### src/verilog/otpc_defs.svh
// constants for the one-time-programmable memory host controller
`ifndef OTPC_DEFS_SVH
`define OTPC_DEFS_SVH

`define OTPC_AW             17
`define OTPC_DW             8
`define OTPC_ID_SEL_BIT     0
`define OTPC_PW_BITS        5
`define OTPC_MAX_PULSES     5'h19
`define OTPC_TMR_BITS       12

`define OTPC_CLK_NS         40
`define OTPC_T_ACC_NS       250
`define OTPC_T_SETUP_NS     2000
`define OTPC_T_PW_NS        100000
`define OTPC_T_HOLD_NS      2000
`define OTPC_T_OEV_NS       150
`define OTPC_T_FLOAT_NS     130

`define OTPC_ACC_CYC   ((`OTPC_T_ACC_NS + `OTPC_CLK_NS - 1) / `OTPC_CLK_NS)
`define OTPC_SETUP_CYC ((`OTPC_T_SETUP_NS + `OTPC_CLK_NS - 1) / `OTPC_CLK_NS)
`define OTPC_PW_CYC    (`OTPC_T_PW_NS / `OTPC_CLK_NS)
`define OTPC_HOLD_CYC  ((`OTPC_T_HOLD_NS + `OTPC_CLK_NS - 1) / `OTPC_CLK_NS)
`define OTPC_OEV_CYC   ((`OTPC_T_OEV_NS + `OTPC_CLK_NS - 1) / `OTPC_CLK_NS)
`define OTPC_FLOAT_CYC ((`OTPC_T_FLOAT_NS + `OTPC_CLK_NS - 1) / `OTPC_CLK_NS)

`endif

### src/verilog/otpc_pkg.sv
// types shared by the memory host controller
`include "otpc_defs.svh"
package otpc_pkg;

  typedef enum logic [1:0] {
    OP_READ   = 2'h0,
    OP_PROG   = 2'h1,
    OP_IDENT  = 2'h2,
    OP_VERIFY = 2'h3
  } otpc_op_t;

  typedef enum logic [7:0] {
    ST_IDLE     = 8'h01,
    ST_SETUP    = 8'h02,
    ST_PULSE    = 8'h04,
    ST_HOLD     = 8'h08,
    ST_VFY_WAIT = 8'h10,
    ST_REFLOAT  = 8'h20,
    ST_ACCESS   = 8'h40,
    ST_FLOAT    = 8'h80
  } otpc_state_t;

  typedef struct packed {
    otpc_op_t               op;
    logic [`OTPC_AW-1:0]    addr;
    logic [`OTPC_DW-1:0]    data;
  } otpc_cmd_t;

  typedef struct packed {
    logic [`OTPC_DW-1:0]      data;
    logic                     match;
    logic                     parity_ok;
    logic [`OTPC_PW_BITS-1:0] pulses;
  } otpc_rsp_t;

  typedef struct packed {
    logic [`OTPC_AW-1:0] address_lines;
    logic                ce_n;
    logic                oe_n;
    logic                program_strobe_n;
    logic                vpp_prog;
    logic                identify_high_voltage;
  } otpc_pins_t;

endpackage

### src/verilog/otpc_timer.sv
// loadable down counter that times each pin phase
`timescale 1ns/1ps
`include "otpc_defs.svh"
module otpc_timer (
  input  wire logic                      sys_clk,
  input  wire logic                      rst,
  input  wire logic                      clk_en,
  input  wire logic                      load,
  input  wire logic [`OTPC_TMR_BITS-1:0] load_val,
  output logic                           done
);

  logic [`OTPC_TMR_BITS-1:0] cnt_q;

  // a load of n makes done rise after n enabled cycles
  always_ff @(posedge sys_clk or posedge rst) begin
    if (rst) begin
      cnt_q <= '0;
    end else if (clk_en) begin
      if (load) begin
        cnt_q <= load_val - `OTPC_TMR_BITS'(1);
      end else if (cnt_q != '0) begin
        cnt_q <= cnt_q - `OTPC_TMR_BITS'(1);
      end
    end
  end

  assign done = (cnt_q == '0);

endmodule // otpc_timer

### src/verilog/otpc_ctrl.sv
// host controller driving the pins of a one-time-programmable byte memory
`timescale 1ns/1ps
`include "otpc_defs.svh"
module otpc_ctrl (
  input  wire logic                 sys_clk,
  input  wire logic                 rst,
  input  wire logic                 clk_en,
  input  wire logic                 cmd_valid,
  output logic                      cmd_ready,
  input  otpc_pkg::otpc_cmd_t       cmd,
  output logic                      rsp_valid,
  output otpc_pkg::otpc_rsp_t       rsp,
  output otpc_pkg::otpc_pins_t      pins,
  output logic [`OTPC_DW-1:0]       data_lines_o,
  output logic                      data_lines_oe,
  input  wire logic [`OTPC_DW-1:0]  data_lines_i
);

  localparam int PW_CYC = `OTPC_PW_CYC;

  otpc_pkg::otpc_state_t      state_q;
  otpc_pkg::otpc_state_t      state_d;
  otpc_pkg::otpc_cmd_t        cur_q;
  logic [`OTPC_PW_BITS-1:0]   pulses_q;
  logic                       tmr_load;
  logic [`OTPC_TMR_BITS-1:0]  tmr_val;
  logic                       tmr_done;
  logic                       match;
  logic                       prog_finish;
  logic                       accept;
  logic [`OTPC_TMR_BITS-1:0]  low_cnt_q;

  assign cmd_ready = (state_q == otpc_pkg::ST_IDLE);
  assign accept    = cmd_valid && cmd_ready;
  // compare: a cleared bit cannot return to one
  assign match     = (data_lines_i == cur_q.data);
  assign prog_finish = match || (pulses_q >= `OTPC_MAX_PULSES);

  otpc_timer u_timer (
    .sys_clk  (sys_clk),
    .rst      (rst),
    .clk_en   (clk_en),
    .load     (tmr_load),
    .load_val (tmr_val),
    .done     (tmr_done)
  );

  always_comb begin
    state_d  = state_q;
    tmr_load = 1'b0;
    tmr_val  = `OTPC_TMR_BITS'(1);
    case (state_q)
      otpc_pkg::ST_IDLE: begin
        if (cmd_valid) begin
          tmr_load = 1'b1;
          if (cmd.op == otpc_pkg::OP_PROG) begin
            state_d = otpc_pkg::ST_SETUP;
            tmr_val = `OTPC_TMR_BITS'(`OTPC_SETUP_CYC);
          end else begin
            state_d = otpc_pkg::ST_ACCESS;
            tmr_val = `OTPC_TMR_BITS'(`OTPC_ACC_CYC);
          end
        end
      end
      otpc_pkg::ST_SETUP: begin
        if (tmr_done) begin
          state_d  = otpc_pkg::ST_PULSE;
          tmr_load = 1'b1;
          tmr_val  = `OTPC_TMR_BITS'(`OTPC_PW_CYC);
        end
      end
      otpc_pkg::ST_PULSE: begin
        if (tmr_done) begin
          state_d  = otpc_pkg::ST_HOLD;
          tmr_load = 1'b1;
          tmr_val  = `OTPC_TMR_BITS'(`OTPC_HOLD_CYC);
        end
      end
      otpc_pkg::ST_HOLD: begin
        if (tmr_done) begin
          state_d  = otpc_pkg::ST_VFY_WAIT;
          tmr_load = 1'b1;
          tmr_val  = `OTPC_TMR_BITS'(`OTPC_OEV_CYC);
        end
      end
      otpc_pkg::ST_VFY_WAIT: begin
        if (tmr_done) begin
          tmr_load = 1'b1;
          tmr_val  = `OTPC_TMR_BITS'(`OTPC_FLOAT_CYC);
          state_d  = prog_finish ? otpc_pkg::ST_FLOAT : otpc_pkg::ST_REFLOAT;
        end
      end
      otpc_pkg::ST_REFLOAT: begin
        if (tmr_done) begin
          state_d  = otpc_pkg::ST_SETUP;
          tmr_load = 1'b1;
          tmr_val  = `OTPC_TMR_BITS'(`OTPC_SETUP_CYC);
        end
      end
      otpc_pkg::ST_ACCESS: begin
        if (tmr_done) begin
          state_d  = otpc_pkg::ST_FLOAT;
          tmr_load = 1'b1;
          tmr_val  = `OTPC_TMR_BITS'(`OTPC_FLOAT_CYC);
        end
      end
      otpc_pkg::ST_FLOAT: begin
        if (tmr_done) begin
          state_d = otpc_pkg::ST_IDLE;
        end
      end
      default: begin
        state_d = otpc_pkg::ST_IDLE;
      end
    endcase
  end

  always_ff @(posedge sys_clk or posedge rst) begin
    if (rst) begin
      state_q <= otpc_pkg::ST_IDLE;
    end else if (clk_en) begin
      state_q <= state_d;
    end
  end

  // one address per command, taken in turn
  always_ff @(posedge sys_clk or posedge rst) begin
    if (rst) begin
      cur_q <= '0;
    end else if (clk_en && accept) begin
      cur_q <= cmd;
    end
  end

  always_ff @(posedge sys_clk or posedge rst) begin
    if (rst) begin
      pulses_q <= '0;
    end else if (clk_en) begin
      if (accept) begin
        pulses_q <= '0;
      end else if (state_q == otpc_pkg::ST_SETUP && tmr_done) begin
        pulses_q <= pulses_q + `OTPC_PW_BITS'(1);
      end
    end
  end

  // control pins; select and gate are the only per-device pins
  always_ff @(posedge sys_clk or posedge rst) begin
    if (rst) begin
      pins <= '{address_lines: '0, ce_n: 1'b1, oe_n: 1'b1, program_strobe_n: 1'b1,
                vpp_prog: 1'b0, identify_high_voltage: 1'b0};
    end else if (clk_en) begin
      if (accept) begin
        pins.address_lines <= cmd.addr;
        pins.ce_n          <= 1'b0;
        if (cmd.op == otpc_pkg::OP_PROG) begin
          // program supply up with gate high
          pins.oe_n     <= 1'b1;
          pins.vpp_prog <= 1'b1;
        end else begin
          // gate acts as the read strobe
          pins.oe_n <= 1'b0;
          if (cmd.op == otpc_pkg::OP_IDENT) begin
            // raise line 9; others low; line 0 picks byte
            pins.address_lines <= `OTPC_AW'(cmd.addr[`OTPC_ID_SEL_BIT]);
            pins.identify_high_voltage <= 1'b1;
          end
        end
      end else if (tmr_done) begin
        case (state_q)
          otpc_pkg::ST_SETUP: begin
            pins.program_strobe_n <= 1'b0;
          end
          otpc_pkg::ST_PULSE: begin
            pins.program_strobe_n <= 1'b1;
          end
          otpc_pkg::ST_HOLD: begin
            pins.oe_n <= 1'b0;
          end
          otpc_pkg::ST_VFY_WAIT: begin
            pins.oe_n <= 1'b1;
            if (prog_finish) begin
              pins.ce_n     <= 1'b1;
              pins.vpp_prog <= 1'b0;
            end
          end
          otpc_pkg::ST_ACCESS: begin
            // select high puts the part in standby
            pins.ce_n                  <= 1'b1;
            pins.oe_n                  <= 1'b1;
            pins.identify_high_voltage <= 1'b0;
          end
          default: begin
          end
        endcase
      end
    end
  end

  // data lines; whole byte driven together
  always_ff @(posedge sys_clk or posedge rst) begin
    if (rst) begin
      data_lines_o  <= '0;
      data_lines_oe <= 1'b0;
    end else if (clk_en) begin
      if (accept && cmd.op == otpc_pkg::OP_PROG) begin
        data_lines_o  <= cmd.data;
        data_lines_oe <= 1'b1;
      end else if (tmr_done && state_q == otpc_pkg::ST_HOLD) begin
        data_lines_oe <= 1'b0;
      end else if (tmr_done && state_q == otpc_pkg::ST_REFLOAT) begin
        // gate has been high long enough for the part to float
        data_lines_oe <= 1'b1;
      end
    end
  end

  // answers
  always_ff @(posedge sys_clk or posedge rst) begin
    if (rst) begin
      rsp_valid <= 1'b0;
      rsp       <= '0;
    end else if (clk_en) begin
      rsp_valid <= 1'b0;
      if (tmr_done && (state_q == otpc_pkg::ST_ACCESS ||
          (state_q == otpc_pkg::ST_VFY_WAIT && prog_finish))) begin
        rsp_valid     <= 1'b1;
        rsp.data      <= data_lines_i;
        // verify command compares at normal supply
        rsp.match     <= match;
        rsp.parity_ok <= ^data_lines_i;
        rsp.pulses    <= pulses_q;
      end
    end
  end

  // helper: length of the current strobe low time
  always_ff @(posedge sys_clk or posedge rst) begin
    if (rst) begin
      low_cnt_q <= '0;
    end else if (clk_en) begin
      low_cnt_q <= pins.program_strobe_n ? '0 : low_cnt_q + `OTPC_TMR_BITS'(1);
    end
  end
endmodule // otpc_ctrl

### config.mk
export PLATFORM = sky130hd
export DESIGN_NAME = otpc_ctrl
export DESIGN_NICKNAME = d
export VERILOG_FILES = /design/src/verilog/otpc_pkg.sv /design/src/verilog/otpc_timer.sv /design/src/verilog/otpc_ctrl.sv
export VERILOG_INCLUDE_DIRS = /design/src /design/src/verilog
export SDC_FILE = /design/constraint.sdc
export NUM_CORES = 1
export LEC_CHECK = 0
export ABC_CLOCK_PERIOD_IN_PS = 3040
export BUFFER_PORTS_ARGS = -buffer_cell sky130_fd_sc_hd__buf_2
export CAP_MARGIN = 20
export CORE_MARGIN = 3
export CORE_UTILIZATION = 32
export DETAILED_ROUTE_END_ITERATION = 8
export GPL_TIMING_DRIVEN = 0
export SYNTH_ARGS = -nofsm -noshare
export SYNTH_HDL_FRONTEND = slang
export SYNTH_SLANG_ARGS = --single-unit
### constraint.sdc
create_clock -name sys_clk -period 3.04 [get_ports sys_clk]
set_input_delay 0.608 -clock sys_clk [delete_from_list [all_inputs] [get_ports sys_clk]]
set_output_delay 0.608 -clock sys_clk [all_outputs]
set_load 0.005 [all_outputs]
* Word level (Yosys, flattened, before mapping)
Index checks and enable logic that the tools add are counted.
** Storage, ports and cells
- Register bits :: 80
- Logic and storage cells :: 128
- Bits of input ports :: 39
** Operators by class
- Reductions and logical operators :: 39
- Eq/ne operators :: 23
- Magnitude comparators :: 1
- $add $sub $neg :: 3
- Mux-type cells :: 44
- Bitwise operators :: 1
** Operators by type and width (count)
- $mux W8 :: 9
- $pmux W8 S8 :: 1
- $pmux W12 S4 :: 1
- $mux W12 :: 3
- $mux W17 :: 2
- $sub A12 B1 Y12 const B :: 2
- $mux W6 :: 3
- $ne A2 B2 Y1 const B :: 9
- $mux W5 :: 3
- $mux W1 :: 14
- $reduce_bool A2 Y1 :: 7
- $logic_not A12 Y1 :: 1
- $reduce_and A2 Y1 :: 6
- $reduce_bool A12 Y1 :: 1
- $reduce_and A5 Y1 :: 2
- $reduce_and A9 Y1 :: 1
- $reduce_bool A3 Y1 :: 3
- $eq A8 B1 Y1 const B :: 1
- $eq A8 B2 Y1 const B :: 1
- $eq A8 B3 Y1 const B :: 1
- $eq A8 B4 Y1 const B :: 1
- $eq A8 B5 Y1 const B :: 1
- $eq A8 B6 Y1 const B :: 1
- $eq A8 B7 Y1 const B :: 1
- other kinds (21) :: 36

* Depth between registers and ports, before layout
- Depth after elaboration :: 6
- Mapped depth :: 11
- Gate-level depth less buffers :: 10

* Cells and area by module
Synthesis repeated with hierarchy kept, for this count alone.
** Second synthesis, totals
- Cells, all modules :: 446
- Area, all modules :: 4377.9 um^2
** By module, submodules not included
- otpc_ctrl :: area an instance 3364.5 um^2, times used 1, cells an instance 325
- otpc_timer :: area an instance 1013.5 um^2, times used 1, cells an instance 121

* Least setup slack after synthesis
Ideal clock, no wire load.
- Kind :: register to register
- From :: register u_timer.cnt_q[3]
- To :: register u_timer.cnt_q[8]
- Cell stages (with the launch flop) :: 11
- Clock period less this slack :: 2.670 ns
- Setup slack :: 0.370 ns
- Buffers on the path :: 0
- Data arrival time :: 2.551 ns
- Cell sequence :: dfrtp_1 or4_4 or4_4 o31ai_1 nor2_1 ha_1 nand3b_1 nor3_1 nand4b_4 o21ai_0 a21bo_1
** On the way
- Cells in the longest elaborated chain, start to end :: 5
** Ends and longest elaborated chain
- start, declared :: line otpc_timer.sv:13 : logic [`OTPC_TMR_BITS-1:0] cnt_q;
- start signal, assigned :: line otpc_timer.sv:21 : cnt_q <= load_val - `OTPC_TMR_BITS'(1);
- start signal, assigned :: line otpc_timer.sv:23 : cnt_q <= cnt_q - `OTPC_TMR_BITS'(1);
- $logic_not A12 Y1 :: line otpc_timer.sv:28 : assign done = (cnt_q == '0);
- $mux W3 (tied with other cells) :: line otpc_ctrl.sv:80, otpc_ctrl.sv:87, otpc_ctrl.sv:101
- $pmux W12 S4 / $pmux W1 S2 (equally long branches) :: line otpc_ctrl.sv:52 : case (state_q)
- $sub A12 B1 Y12 / $reduce_bool A2 Y1 (equally long branches)
- $mux W12 / $reduce_and A2 Y1 (equally long branches)
Parallel ways exist; a longest one is shown, timed or not. The select of a mux whose other input is x is not followed.
A chain may end at the register's enable or synchronous reset.

* Final worst setup path
- From :: register u_timer.cnt_q[5]
- To :: register u_timer.cnt_q[8]
Same word-level chain as after synthesis.

==> out/results.ini <==
[synth]
yosys_warnings=0
synth_ff_type=dfrtp_1
yosysTopAreaCell=dfrtp_1
synth_fp_nets=399
yosysTopAreaCellShare=0.484
synth_cell_types=61
syn_area_per_cell_um2=11.0
synth_seq_cells=80
async_flop_share=1.00
syn-cell-area_mm2=0.00393
syn_inst=357
synth.area.top_cells=dfrtp_1, mux2_2, nand2_1
synth-edff-count=0
synth_seq_area_share=0.511

[global_routing]
grt_max_degree=63
overflow=0
grt_first_pass_wirelength_mm=15.6
antenna_found_initial=0
first_global_vias=3173
track_usage=0.145

[finish]
drive_above_1_share=0.353
design_area_mm2=0.00488
final_cells=605
mostFrequentLayoutCells=buf_2, dfrtp_1, nand2_1, mux2_2, nor2_1
syn_to_final_growth_pct=24.3
fin_nets=499
antenna_cells=0
final_common_cell=buf_2

[sta]
grt_setup_unrepaired=false
finClkSkew_ns=0.00665
setup_violations=0
setup_tns_ns=0
tightest_slew_ns=0.605
slew_viol_final=0
min_period_ns=2.89
fin_crit_sh=0.949
max_freq_mhz=346
holdWs_ns=0.215
slew_headroom=0.597
hold_viol=0

[placed_design]
dpl.hpwl_mm=6.94
dp.cells=586
io_buffers=85
gp_congestion=0.842
place_area_mm2=0.00456

[power]
seqPwrFrac=0.375
switching_share=0.374
p_per_area_mw_per_mm2=962
leakagePower_nw=2.37
p_comb_frac=0.403
netSwitchingPower_mw=1.76
internal-power_mw=2.94
power_frac_clock=0.222
irDropWorstVdd_v=0.000374

[clocking]
clock-sinks=80
clk_latency_ns=0.33
htreeDepth=3
path_clk_slew_ns=0.06
cts_hold_buffers=0
numCtsBuffers=9
cts_tree=done
clockBufferDepth=2
clk_root_buffer_cell=clkbuf_16

[run]
maxCapViolCount=0

[route]
wire_per_inst_um=15.7
first_pass_iters=4
routed_via_density=5.12
drc=0
ant_nets=0
drtIter0Drc=169
vias=3100
routed_wl_mm=9.48

[critical_path]
crit_fanout=7
critPathCapture=u_timer.cnt_q[8]$_DFFE_PP0P_
startpoint=u_timer.cnt_q[5]$_DFFE_PP0P_
regToRegEndpoint=u_timer.cnt_q[8]$_DFFE_PP0P_
reg2reg_from=u_timer.cnt_q[5]$_DFFE_PP0P_
worstSetupEndpointType=flip-flop
path_class=reg -> reg
worstPathArrival_ns=3.11
r2r_cells=10
start_kind=flip-flop
regToRegSetupSlack_ns=0.15
required_ns=3.26

[floorplan]
die_area_mm2=0.0136
die_h_um=117
io_pins=87
row_count=39
initial_core_util=0.335
fp.dieW_um=117
core_mm2=0.0117

[worst_hold_path]
worstHoldPathType=in -> async

[outcome]
status=finished clean

## how the worst min path moves through the flow
stage          cells past startpoint  slack, ns                         start                            to
6_report                           2       0.21                           rst            rsp[1]$_DFFE_PP0P_
5_1_grt                            2       0.22                           rst            rsp[6]$_DFFE_PP0P_
4_1_cts                            2       0.22                           rst            rsp[0]$_DFFE_PP0P_
3_5_place_dp                       1       0.47            rsp[3]$_DFFE_PP0P_            rsp[3]$_DFFE_PP0P_
3_3_place_gp                       2       0.46           pins[5]$_DFFE_PP0P_           pins[5]$_DFFE_PP0P_
2_1_floorplan                      2       0.46  u_timer.cnt_q[0]$_DFFE_PP0P_  u_timer.cnt_q[0]$_DFFE_PP0P_
## worst max-delay path, cell delays in order (launching register included)
cell	delay, ns
dfrtp_1	0.46
or4_4	0.53
or4_4	0.47
o31ai_1	0.32
nor2_1	0.08
ha_1	0.26
nand3b_1	0.17
nor3_2	0.10
nand4b_4	0.12
o21ai_0	0.08
a21bo_1	0.19
## sequential cells by signal, indices dropped and copies added, names as in the netlist
register / cells
pins: 22
u_timer.cnt_q: 12
data_lines_o: 8
state_q: 8
pulses_q: 5
rsp_valid: 1
rsp: 15
data_lines_oe: 1
cur_q: 8
## stage by stage
stage	power (mW)	worst slack [ns]	util
after floorplan	3.04	0.370	-
after global placement	3.62	-0.586	0.387
after detailed placement	3.67	0.109	0.389
after CTS	4.73	0.104	0.414
after global routing	5.06	0.0384	0.417
final	4.70	0.154	0.417
## logic make-up (layout without fill, tap and decap cells)
logic type / after synthesis / count (layout) / share of synthesized area
AO/OA/AOI/OAI: 71 / 71 / 0.147
XOR/XNOR: 23 / 23 / 0.0513
adder cells (fa/ha/maj): 3 / 3 / 0.00956
flip-flops: 80 / 80 / 0.511
multiplexers: 28 / 28 / 0.0800
buffers and inverters: 24 / 129 / 0.0300
AND/OR/NAND/NOR: 128 / 128 / 0.171
## area by class of cell
class / count / area (µm²)
plain buffers: 14 / 80.1
clock buffers: 10 / 239
clock inverters: 6 / 47.5
fillers: 1139 / 6830
inverters: 10 / 40.0
multi-input cells: 253 / 1810
flip-flops and latches: 80 / 2010
well taps: 143 / 179
repair buffers: 89 / 475
## layer usage
layer | vias up | global-route usage | routed length (µm)
met1 | 1516 | 0.191 | 4320
met4 | 0 | 0.0505 | 139
met3 | 9 | 0.0391 | 459
met5 | - | 0 | 0
li1 | 1486 | - | -
met2 | 89 | 0.231 | 4560
## synth_stat cells, types with 9 or more instances
| library cell | number |
|---|---|
| a22o_1 | 16 |
| dfrtp_1 | 76 |
| inv_1 | 10 |
| mux2_2 | 23 |
| nand2_1 | 52 |
| nand3_1 | 9 |
| nor2_1 | 21 |
| nor3_1 | 13 |
| o21ai_0 | 12 |
| xnor2_1 | 17 |
## power by group through the flow
stage	Clock, mW	Sequential [mW]	Combinational [mW]
detailed placement	0	1.77	1.90
CTS	1.06	1.76	1.90
global route	1.12	1.82	2.12
floorplan	0	1.74	1.31
finish	1.04	1.76	1.89
global placement	0	1.76	1.86
## what timing repair did
| item | CTS | global route |
|---|---|---|
| setup buffers | 0 | 3 |
| setup endpoints to repair | 0 | 8 |
| gates resized for setup | 0 | 2 |
Power figures use the tool's default switching activity.
